$ cat config.mk
export PLATFORM = sky130hd
export DESIGN_NAME = sioc_top
export DESIGN_NICKNAME = d
export VERILOG_FILES = /design/src/hw/sioc_pkg.sv /design/src/hw/sioc_sync.sv /design/src/hw/sioc_top.sv
export SDC_FILE = /design/constraint.sdc
export NUM_CORES = 1
export LEC_CHECK = 0
export BUFFER_PORTS_ARGS = -buffer_cell sky130_fd_sc_hd__buf_2
export CAP_MARGIN = 0
export CORE_UTILIZATION = 34
export DETAILED_ROUTE_END_ITERATION = 8
export PLACE_DENSITY = 0.49
export SETUP_SLACK_MARGIN = 0.3
export SYNTH_ARGS = -nofsm -noshare
export SYNTH_HDL_FRONTEND = slang
export SYNTH_SLANG_ARGS = --single-unit
$ cat constraint.sdc
create_clock -name ref_clk -period 5.1 [get_ports ref_clk]
set_input_delay 0.51 -clock ref_clk [delete_from_list [all_inputs] [get_ports ref_clk]]
set_output_delay 0.51 -clock ref_clk [all_outputs]
set_load 0.005 [all_outputs]
$ cat src/hw/sioc_pkg.sv
package sioc_pkg;

    // Processor memory map
    localparam logic [15:0] SIOC_MISC_ADDR = 16'h6010;
    localparam logic [15:0] SIOC_VIDEO_ADDR = 16'h6012;
    localparam logic [15:0] SIOC_PROBE_CTRL_ADDR = 16'h6014;
    localparam logic [15:0] SIOC_PATTERN_BASE_ADDR = 16'h6018;
    localparam logic [15:0] SIOC_BUS_CTRL_BASE_ADDR = 16'h6800;
    localparam logic [2:0] SIOC_BUS_CTRL_DATA_INDEX = 3'h0;
    localparam int SIOC_PATTERN_BYTES = 5;

    // Miscellaneous register fields
    localparam int SIOC_MISC_SAMPLE_N_BIT = 0;
    localparam int SIOC_MISC_HOME_BIT = 1;
    localparam int SIOC_MISC_PEN_BIT = 2;
    localparam int SIOC_MISC_BELL_BIT = 3;
    localparam int SIOC_MISC_PEN_POL_BIT = 4;
    localparam logic [7:0] SIOC_MISC_RESET = 8'h01;

    // Word probe and lamp register fields
    localparam int SIOC_PROBE_MODE_LSB = 0;
    localparam int SIOC_PROBE_LAMP_LSB = 2;
    localparam int SIOC_PROBE_BUS_RESET_BIT = 5;
    localparam int SIOC_PROBE_LOAD_BIT = 6;
    localparam int SIOC_PROBE_SELECT_BIT = 7;
    localparam logic [7:0] SIOC_PROBE_CTRL_RESET = 8'h20;

    // Video option register fields
    localparam int SIOC_VIDEO_FIELD_BIT = 0;
    localparam int SIOC_VIDEO_NEGATIVE_SYNC_SELECT_BIT = 1;
    localparam int SIOC_VIDEO_CHANNEL_TWO_OFFSET_INVERT_BIT = 2;
    localparam int SIOC_VIDEO_CLAMP_BIT = 3;
    localparam int SIOC_VIDEO_FAST_CLAMP_BIT = 4;
    localparam int SIOC_VIDEO_TRIG_EN_BIT = 5;
    localparam int SIOC_VIDEO_LINE_COUPLE_BIT = 6;
    localparam logic [7:0] SIOC_VIDEO_RESET = 8'h00;

    // Probe serial load
    localparam int SIOC_PROBE_BITS = 40;
    localparam int SIOC_CLK_PERIOD_NS = 100;
    localparam int SIOC_PROBE_HALF_NS = 500;
    localparam int SIOC_PROBE_HALF_CYCLES =
        (SIOC_PROBE_HALF_NS + SIOC_CLK_PERIOD_NS - 1) / SIOC_CLK_PERIOD_NS;

    typedef enum logic [1:0] {
        SIOC_LOAD_IDLE,
        SIOC_LOAD_SETUP,
        SIOC_LOAD_CLK_HIGH
    } sioc_load_state_type;

endpackage

$ cat src/hw/sioc_sync.sv
`timescale 1ns/1ps
`default_nettype none
module sioc_sync #(
    parameter int WIDTH = 1
) (
    input wire logic ref_clk,
    input wire logic rst_n,
    input wire logic [WIDTH-1:0] async_in,
    output logic [WIDTH-1:0] sync_out
);
    logic [WIDTH-1:0] stage1_reg;
    logic [WIDTH-1:0] stage2_reg;

    always_ff @(posedge ref_clk or negedge rst_n) begin
        if (!rst_n) begin
            stage1_reg <= '0;
            stage2_reg <= '0;
        end else begin
            stage1_reg <= async_in;
            stage2_reg <= stage1_reg;
        end
    end

    assign sync_out = stage2_reg;
endmodule // sioc_sync
`default_nettype wire

$ cat src/hw/sioc_top.sv
`timescale 1ns/1ps
`default_nettype none
module sioc_top
    import sioc_pkg::*;
#(
    parameter int PROBE_BITS = SIOC_PROBE_BITS
) (
    input wire logic ref_clk,
    input wire logic rst_n,
    input wire logic [15:0] cpu_addr,
    input wire logic [7:0] cpu_wdata,
    input wire logic cpu_wr,
    input wire logic cpu_rd,
    output logic [7:0] cpu_rdata,
    input wire logic bus_ctrl_rx_done,
    input wire logic [7:0] bus_ctrl_rdata,
    output logic bus_ctrl_sel,
    output logic [2:0] bus_ctrl_index,
    output logic bus_ctrl_wr,
    output logic bus_ctrl_rd,
    output logic [7:0] bus_ctrl_wdata,
    output logic bus_controller_reset,
    output logic bus_receive_interrupt,
    output logic [2:0] bus_lamps,
    output logic plot_sample_enable_n,
    output logic pen_home_select,
    output logic pen_raise,
    input wire logic tone_osc,
    output logic speaker_drive,
    output logic [1:0] probe_mode,
    output logic probe_data,
    output logic probe_clk,
    input wire logic probe_match,
    output logic word_match_trigger,
    output logic second_field,
    output logic negative_sync_select,
    output logic channel_two_offset_invert,
    output logic video_backporch_clamp,
    output logic video_fast_clamp,
    output logic video_trigger_enable,
    output logic video_line_coupling
);
    localparam int CNT_W = $clog2(PROBE_BITS + 1);
    localparam int HALF_W = $clog2(SIOC_PROBE_HALF_CYCLES + 1);
    localparam logic [HALF_W-1:0] HALF_LAST = HALF_W'(SIOC_PROBE_HALF_CYCLES - 1);
    localparam logic [CNT_W-1:0] BIT_LAST = CNT_W'(PROBE_BITS - 1);

    // Pin inputs pass two flip-flops before use
    logic rx_done_sync;
    logic [7:0] rdata_sync;
    logic tone_sync;
    logic match_sync;

    sioc_sync #(.WIDTH(11)) u_pin_sync (
        .ref_clk(ref_clk),
        .rst_n(rst_n),
        .async_in({bus_ctrl_rx_done, bus_ctrl_rdata, tone_osc, probe_match}),
        .sync_out({rx_done_sync, rdata_sync, tone_sync, match_sync})
    );

    // Address decode
    logic bus_ctrl_hit;
    logic wr_misc;
    logic wr_video;
    logic wr_probe;
    logic data_reg_read;

    always_comb begin
        bus_ctrl_hit = (cpu_addr[15:3] == SIOC_BUS_CTRL_BASE_ADDR[15:3]);
        wr_misc = cpu_wr && (cpu_addr == SIOC_MISC_ADDR);
        wr_video = cpu_wr && (cpu_addr == SIOC_VIDEO_ADDR);
        wr_probe = cpu_wr && (cpu_addr == SIOC_PROBE_CTRL_ADDR);
        data_reg_read = cpu_rd && bus_ctrl_hit && (cpu_addr[2:0] == SIOC_BUS_CTRL_DATA_INDEX);
    end

    // Register bank state
    logic [7:0] misc_reg, misc_next;
    logic [7:0] video_reg, video_next;
    logic [7:0] probe_ctrl_reg, probe_ctrl_next;
    logic [7:0] pattern_reg [SIOC_PATTERN_BYTES];
    logic [7:0] pattern_next [SIOC_PATTERN_BYTES];
    logic rx_seen_reg, rx_seen_next;
    logic irq_reg, irq_next;
    logic [7:0] rdata_reg, rdata_next;
    logic sel_reg, sel_next;
    logic [2:0] index_reg, index_next;
    logic ctrl_wr_reg, ctrl_wr_next;
    logic ctrl_rd_reg, ctrl_rd_next;
    logic [7:0] wdata_reg, wdata_next;
    logic speaker_reg, speaker_next;
    logic trigger_reg, trigger_next;
    logic pen_reg, pen_next;
    logic load_busy;

    always_comb begin
        misc_next = misc_reg;
        video_next = video_reg;
        probe_ctrl_next = probe_ctrl_reg;
        for (int i = 0; i < SIOC_PATTERN_BYTES; i++) begin
            pattern_next[i] = pattern_reg[i];
            if (cpu_wr && (cpu_addr == SIOC_PATTERN_BASE_ADDR + 16'(i))) begin
                pattern_next[i] = cpu_wdata;
            end
        end
        if (wr_misc) begin
            misc_next = cpu_wdata;
        end
        // Only a processor write changes the setting
        if (wr_video) begin
            video_next = cpu_wdata;
        end
        if (wr_probe) begin
            probe_ctrl_next = cpu_wdata;
        end
        probe_ctrl_next[SIOC_PROBE_LOAD_BIT] = 1'b0;

        // Receive interrupt: a new byte wins over a clearing read
        rx_seen_next = rx_done_sync;
        irq_next = irq_reg;
        if (data_reg_read) begin
            irq_next = 1'b0;
        end
        if (rx_done_sync && !rx_seen_reg) begin
            irq_next = 1'b1;
        end

        // Controller access strobes
        sel_next = (cpu_wr || cpu_rd) && bus_ctrl_hit;
        index_next = bus_ctrl_hit ? cpu_addr[2:0] : index_reg;
        ctrl_wr_next = cpu_wr && bus_ctrl_hit;
        ctrl_rd_next = cpu_rd && bus_ctrl_hit;
        wdata_next = (cpu_wr && bus_ctrl_hit) ? cpu_wdata : wdata_reg;

        // Read data, one cycle after the strobe
        rdata_next = 8'h00;
        if (cpu_rd) begin
            if (bus_ctrl_hit) begin
                rdata_next = rdata_sync;
            end else if (cpu_addr == SIOC_MISC_ADDR) begin
                rdata_next = misc_reg;
            end else if (cpu_addr == SIOC_PROBE_CTRL_ADDR) begin
                rdata_next = probe_ctrl_reg;
                rdata_next[SIOC_PROBE_LOAD_BIT] = load_busy;
            end
        end

        speaker_next = misc_reg[SIOC_MISC_BELL_BIT] && tone_sync;
        trigger_next = match_sync && probe_ctrl_reg[SIOC_PROBE_SELECT_BIT];
        // Taken from the next value so the relay moves together with the other misc bits
        pen_next = misc_next[SIOC_MISC_PEN_BIT] ^ misc_next[SIOC_MISC_PEN_POL_BIT];
    end

    always_ff @(posedge ref_clk or negedge rst_n) begin
        if (!rst_n) begin
            misc_reg <= SIOC_MISC_RESET;
            video_reg <= SIOC_VIDEO_RESET;
            probe_ctrl_reg <= SIOC_PROBE_CTRL_RESET;
            for (int i = 0; i < SIOC_PATTERN_BYTES; i++) begin
                pattern_reg[i] <= 8'h00;
            end
            rx_seen_reg <= 1'b0;
            irq_reg <= 1'b0;
            rdata_reg <= 8'h00;
            sel_reg <= 1'b0;
            index_reg <= 3'h0;
            ctrl_wr_reg <= 1'b0;
            ctrl_rd_reg <= 1'b0;
            wdata_reg <= 8'h00;
            speaker_reg <= 1'b0;
            trigger_reg <= 1'b0;
            pen_reg <= 1'b0;
        end else begin
            misc_reg <= misc_next;
            video_reg <= video_next;
            probe_ctrl_reg <= probe_ctrl_next;
            for (int i = 0; i < SIOC_PATTERN_BYTES; i++) begin
                pattern_reg[i] <= pattern_next[i];
            end
            rx_seen_reg <= rx_seen_next;
            irq_reg <= irq_next;
            rdata_reg <= rdata_next;
            sel_reg <= sel_next;
            index_reg <= index_next;
            ctrl_wr_reg <= ctrl_wr_next;
            ctrl_rd_reg <= ctrl_rd_next;
            wdata_reg <= wdata_next;
            speaker_reg <= speaker_next;
            trigger_reg <= trigger_next;
            pen_reg <= pen_next;
        end
    end

    // Probe serial loader, most significant bit first
    sioc_load_state_type state_reg, state_next;
    logic [PROBE_BITS-1:0] shift_reg, shift_next;
    logic [CNT_W-1:0] bit_cnt_reg, bit_cnt_next;
    logic [HALF_W-1:0] half_cnt_reg, half_cnt_next;
    logic pdata_reg, pdata_next;
    logic pclk_reg, pclk_next;
    logic [PROBE_BITS-1:0] pattern_flat;

    always_comb begin
        pattern_flat = '0;
        for (int i = 0; i < SIOC_PATTERN_BYTES; i++) begin
            pattern_flat[i*8 +: 8] = pattern_reg[i];
        end
        load_busy = (state_reg != SIOC_LOAD_IDLE);
        state_next = state_reg;
        shift_next = shift_reg;
        bit_cnt_next = bit_cnt_reg;
        half_cnt_next = half_cnt_reg;
        pdata_next = pdata_reg;
        pclk_next = pclk_reg;
        case (state_reg)
            SIOC_LOAD_IDLE: begin
                pclk_next = 1'b0;
                // A load request during a load is ignored
                if (wr_probe && cpu_wdata[SIOC_PROBE_LOAD_BIT]) begin
                    shift_next = pattern_flat;
                    bit_cnt_next = '0;
                    half_cnt_next = '0;
                    pdata_next = pattern_flat[PROBE_BITS-1];
                    state_next = SIOC_LOAD_SETUP;
                end
            end
            SIOC_LOAD_SETUP: begin
                // Data held a full half period before the rising edge
                if (half_cnt_reg == HALF_LAST) begin
                    half_cnt_next = '0;
                    pclk_next = 1'b1;
                    state_next = SIOC_LOAD_CLK_HIGH;
                end else begin
                    half_cnt_next = half_cnt_reg + 1'b1;
                end
            end
            SIOC_LOAD_CLK_HIGH: begin
                if (half_cnt_reg == HALF_LAST) begin
                    half_cnt_next = '0;
                    pclk_next = 1'b0;
                    shift_next = {shift_reg[PROBE_BITS-2:0], 1'b0};
                    pdata_next = shift_reg[PROBE_BITS-2];
                    if (bit_cnt_reg == BIT_LAST) begin
                        state_next = SIOC_LOAD_IDLE;
                    end else begin
                        bit_cnt_next = bit_cnt_reg + 1'b1;
                        state_next = SIOC_LOAD_SETUP;
                    end
                end else begin
                    half_cnt_next = half_cnt_reg + 1'b1;
                end
            end
            default: begin
                state_next = SIOC_LOAD_IDLE;
                pclk_next = 1'b0;
            end
        endcase
    end

    always_ff @(posedge ref_clk or negedge rst_n) begin
        if (!rst_n) begin
            state_reg <= SIOC_LOAD_IDLE;
            shift_reg <= '0;
            bit_cnt_reg <= '0;
            half_cnt_reg <= '0;
            pdata_reg <= 1'b0;
            pclk_reg <= 1'b0;
        end else begin
            state_reg <= state_next;
            shift_reg <= shift_next;
            bit_cnt_reg <= bit_cnt_next;
            half_cnt_reg <= half_cnt_next;
            pdata_reg <= pdata_next;
            pclk_reg <= pclk_next;
        end
    end

    assign cpu_rdata = rdata_reg;
    assign bus_ctrl_sel = sel_reg;
    assign bus_ctrl_index = index_reg;
    assign bus_ctrl_wr = ctrl_wr_reg;
    assign bus_ctrl_rd = ctrl_rd_reg;
    assign bus_ctrl_wdata = wdata_reg;
    assign bus_receive_interrupt = irq_reg;
    assign bus_controller_reset = probe_ctrl_reg[SIOC_PROBE_BUS_RESET_BIT];
    assign bus_lamps = probe_ctrl_reg[SIOC_PROBE_LAMP_LSB +: 3];
    assign probe_mode = probe_ctrl_reg[SIOC_PROBE_MODE_LSB +: 2];
    assign plot_sample_enable_n = misc_reg[SIOC_MISC_SAMPLE_N_BIT];
    assign pen_home_select = misc_reg[SIOC_MISC_HOME_BIT];
    assign pen_raise = pen_reg;
    assign speaker_drive = speaker_reg;
    assign probe_data = pdata_reg;
    assign probe_clk = pclk_reg;
    assign word_match_trigger = trigger_reg;
    assign second_field = video_reg[SIOC_VIDEO_FIELD_BIT];
    assign negative_sync_select = video_reg[SIOC_VIDEO_NEGATIVE_SYNC_SELECT_BIT];
    assign channel_two_offset_invert = video_reg[SIOC_VIDEO_CHANNEL_TWO_OFFSET_INVERT_BIT];
    assign video_backporch_clamp = video_reg[SIOC_VIDEO_CLAMP_BIT];
    assign video_fast_clamp = video_reg[SIOC_VIDEO_FAST_CLAMP_BIT];
    assign video_trigger_enable = video_reg[SIOC_VIDEO_TRIG_EN_BIT];
    assign video_line_coupling = video_reg[SIOC_VIDEO_LINE_COUPLE_BIT];
endmodule // sioc_top
`default_nettype wire

==> impl_metrics.py <==
metrics = {
    "sta": {
        "hold_ws_ns": 0.0201,
        "final.period_utilization": 0.559,
        "finClkSkew_ns": 0.0102,
        "finalSetupTns_ns": 0,
        "timing_worst_slew_pin_value_ns": 0.842,
        "hold_violations": 0,
        "report.final.setup_viol": 0,
        "grt_setup_unrepaired": "no",
        "timing.final.max_slew_violations": 0,
        "achievable-frequency_ghz": 0.351,
        "finalCriticalPeriod_ns": 2.85,
        "remaining_max_slew_budget_at_the_tightest_pin": 0.437,
        "post-route-worst-setup-slack_ns": 2.25,
    },
    "floorplan": {
        "full_die_area_um2": 20600,
        "die_h_um": 144,
        "placement_rows": 51,
        "floorplan.io_pins": 82,
        "initial_core_utilization": 0.348,
        "dieWidth_um": 144,
        "placeableCoreArea_um2": 19600,
    },
    "worst_setup_path": {
        "worst_r2r_startpoint": "state_reg[0]",
        "cpPeakStageDelay_ns": 0.59,
        "setup.reg_to_reg.worst_slack_ns": 2.28,
        "reg2regPathDepth": 8,
        "start_kind": "primary input",
        "r2r-end": "shift_reg[37]",
        "crit_path_end_kind": "flop",
        "timing.critical_path.fanout_max": 39,
        "chain_of_cells_forming_the_critical_path": "buf_2 -> or4_1 -> nor4_4 -> a31oi_2 -> a211oi_4 -> buf_4 -> mux2_2",
        "critPathSlowestCell": "sky130_fd_sc_hd__or4_1",
        "timing_worst_setup_path_type": "in2reg",
        "cp.arrival_ns": 3.15,
        "critical_path_required_time_ns": 5.40,
    },
    "global_route": {
        "number_of_antenna_violations_at_the_first_check_in_global_routing": 2,
        "total_congestion_overflow_after_global_routing": 0,
        "grtUsageTotal": 0.155,
        "global_route_wire_length_before_repair_um": 23700,
        "largest_net_degree_at_the_start_of_global_routing": 68,
        "grt_pass1_vias": 4263,
    },
    "yosys": {
        "post_synth_xor_xnor_area": 0.00257,
        "synth.distinct_cells": 54,
        "yosys-mux-area-fraction": 0.252,
        "synth-adder-area-share": 0.0128,
        "count_of_flip_flops_with_a_built_in_enable_after_synthesis": 0,
        "share_of_async_settable_or_async_resettable_flops_after_synthesis": 1.00,
        "combinational_family_with_the_most_area_after_synthesis": "multiplexers",
        "syn_inst": 480,
        "synthesis.yosys.warnings": 0,
        "synthDominantCellAreaShare": 0.591,
        "synth_seq_cells": 163,
        "yosys-top-cells-area": "sky130_fd_sc_hd__dfrtp_1 (59%), sky130_fd_sc_hd__mux2_2 (22%), sky130_fd_sc_hd__mux2_1 (2.6%), sky130_fd_sc_hd__ha_1 (1.3%), sky130_fd_sc_hd__nand2_1 (1.2%)",
        "fraction_of_the_mapped_netlist_area_in_compound_gates": 0.0440,
        "syn_nets": 526,
        "syn_area_per_cell_um2": 14.2,
        "post_synth_instance_area_um2": 6820,
        "synth_sequential_area_ratio": 0.599,
        "synth_simple_gate_area_share": 0.0628,
        "yosysMostFrequentCell": "sky130_fd_sc_hd__dfrtp_1",
        "ys_dominant_reg_cell": "sky130_fd_sc_hd__dfrtp_1",
        "synth.cells.most_frequent": "sky130_fd_sc_hd__dfrtp_1 (161), sky130_fd_sc_hd__mux2_2 (135), sky130_fd_sc_hd__nand2_1 (21)",
        "yosysTopAreaCell": "sky130_fd_sc_hd__dfrtp_1",
    },
    "run_status": {
        "run_status": "finished, final reports clean",
    },
    "clock_network": {
        "clock_insertion_delay_worst_skew_ns": 0.42,
        "ctsLongestPathBuffers": 2,
        "htree_num_levels": 4,
        "cts_made_buffers": 17,
        "cts_sinks": 163,
        "cts_root_buffer": "sky130_fd_sc_hd__clkbuf_16",
        "postCtsSetupRepairBufs": 0,
        "post_cts_resized": 0,
        "cts_tree": "yes",
        "cts_hold_buffers": 0,
        "worst_setup_hold_path_clk_slew_ns": 0.07,
    },
    "pwr": {
        "power_per_cell_area_nw_per_um2": 379,
        "ir_worst_vdd_mv": 0.216,
        "post-layout-total-power_w": 0.00305,
        "static_leak_nw": 4.14,
    },
    "place": {
        "dp.final_hpwl_um": 9670,
        "routabilityCongestion": 0.732,
        "placement.io_buffers": 81,
        "detailedPlace.worstSlack_ns": 1.77,
    },
    "finish": {
        "areaGrowthSynthToFinish_pct": 18.1,
        "finalNetCount": 605,
        "largest_register_ffs": 40,
        "drive_gt1_frac": 0.455,
    },
    "run": {
        "total_of_max_cap_violations": 0,
    },
    "routing": {
        "detail_route.vias_per_cell": 4.89,
        "number_of_drc_markers_in_iteration_0": 202,
        "drt_pre_antenna_iters": 5,
        "drt-total-wl_um": 14900,
        "route.vias.total": 4097,
        "detail_route.wl_per_cell_um": 17.8,
        "drt.antenna.violating_nets": 0,
        "detail_route.drc_violations": 0,
    },
    "worst_hold_path": {
        "holdCritPathClass": "in2async",
    },
}
-- cells by family (layout without fill, tap and decap cells) --
kind of cell	count (synthesis)	count (layout)
flip-flops	163	163
AO/OA/AOI/OAI	40	40
buffers and inverters	40	132
adder cells (fa/ha/maj)	7	7
XOR/XNOR	2	2
AND/OR/NAND/NOR	75	75
multiplexers	153	153
other	0	1
-- critical path: cells and delay by family --
family	cells	cell delay, ns
muxes	1	0.40
AOI/OAI and AO/OA	2	0.67
buffers and inverters	2	0.60
and+or+nand+nor	2	0.93
-- where the power goes --
part | internal (W) | switching (W) | total (W)
clock network | 0.000669 | 0.000555 | 0.00122
logic | 0.000170 | 0.000296 | 0.000466
registers | 0.00133 | 0.0000326 | 0.00136
total | 0.00217 | 0.000883 | 0.00305
-- layout make-up --
type	instances	area (µm²)
clock buffer	20	457
tap	265	332
antenna	1	2.50
multi-input combinational	277	2560
inverter	15	56.3
fill	1875	11500
sequential	163	4080
clock inverter	12	119
timing repair buffer	85	442
-- metal layers --
metal  vias to the layer above  part of all wire  track usage
met2                        80              0.47        0.244
li1                       1888                 -            -
met5                         -                 0            0
met1                      2121              0.48        0.212
met4                         0            0.0081       0.0370
met3                         8             0.043       0.0410
-- layout by cell type (no fill, tap or decap), types with 5 or more instances in the layout --
cell type / n
sky130_fd_sc_hd__clkinv_4: 6
sky130_fd_sc_hd__a222oi_1: 6
sky130_fd_sc_hd__clkbuf_16: 17
sky130_fd_sc_hd__ha_1: 6
sky130_fd_sc_hd__o21ai_0: 10
sky130_fd_sc_hd__and2_1: 5
sky130_fd_sc_hd__inv_1: 15
sky130_fd_sc_hd__nand3_1: 11
sky130_fd_sc_hd__buf_2: 80
sky130_fd_sc_hd__dfrtp_1: 161
sky130_fd_sc_hd__nand2_1: 21
sky130_fd_sc_hd__mux2_2: 135
sky130_fd_sc_hd__mux2_1: 16
sky130_fd_sc_hd__nor2_1: 9
-- worst max-delay path by stage --
| stage | start | to | slack, ns | depth (start not counted) |
|---|---|---|---|---|
| floorplan | cpu_addr[3] | shift_reg[28] | 2.57 | 7 |
| global placement | cpu_addr[3] | shift_reg[25] | 1.90 | 7 |
| detailed placement | cpu_addr[3] | shift_reg[18] | 1.77 | 7 |
| CTS | cpu_addr[3] | shift_reg[18] | 2.21 | 7 |
| global route | state_reg[0] | shift_reg[36] | 2.05 | 8 |
| finish | cpu_addr[3] | shift_reg[18] | 2.25 | 7 |
-- stage by stage --
step / util / cells / instance area [µm²]
after detailed placement: 0.382 / 805 / 7470
final: 0.411 / 838 / 8050
after floorplan: - / 480 / 6820
after global routing: 0.411 / 838 / 8050
after CTS: 0.411 / 837 / 8050
after global placement: 0.382 / 805 / 7470
Note: power is estimated with default switching activity, not from simulation.
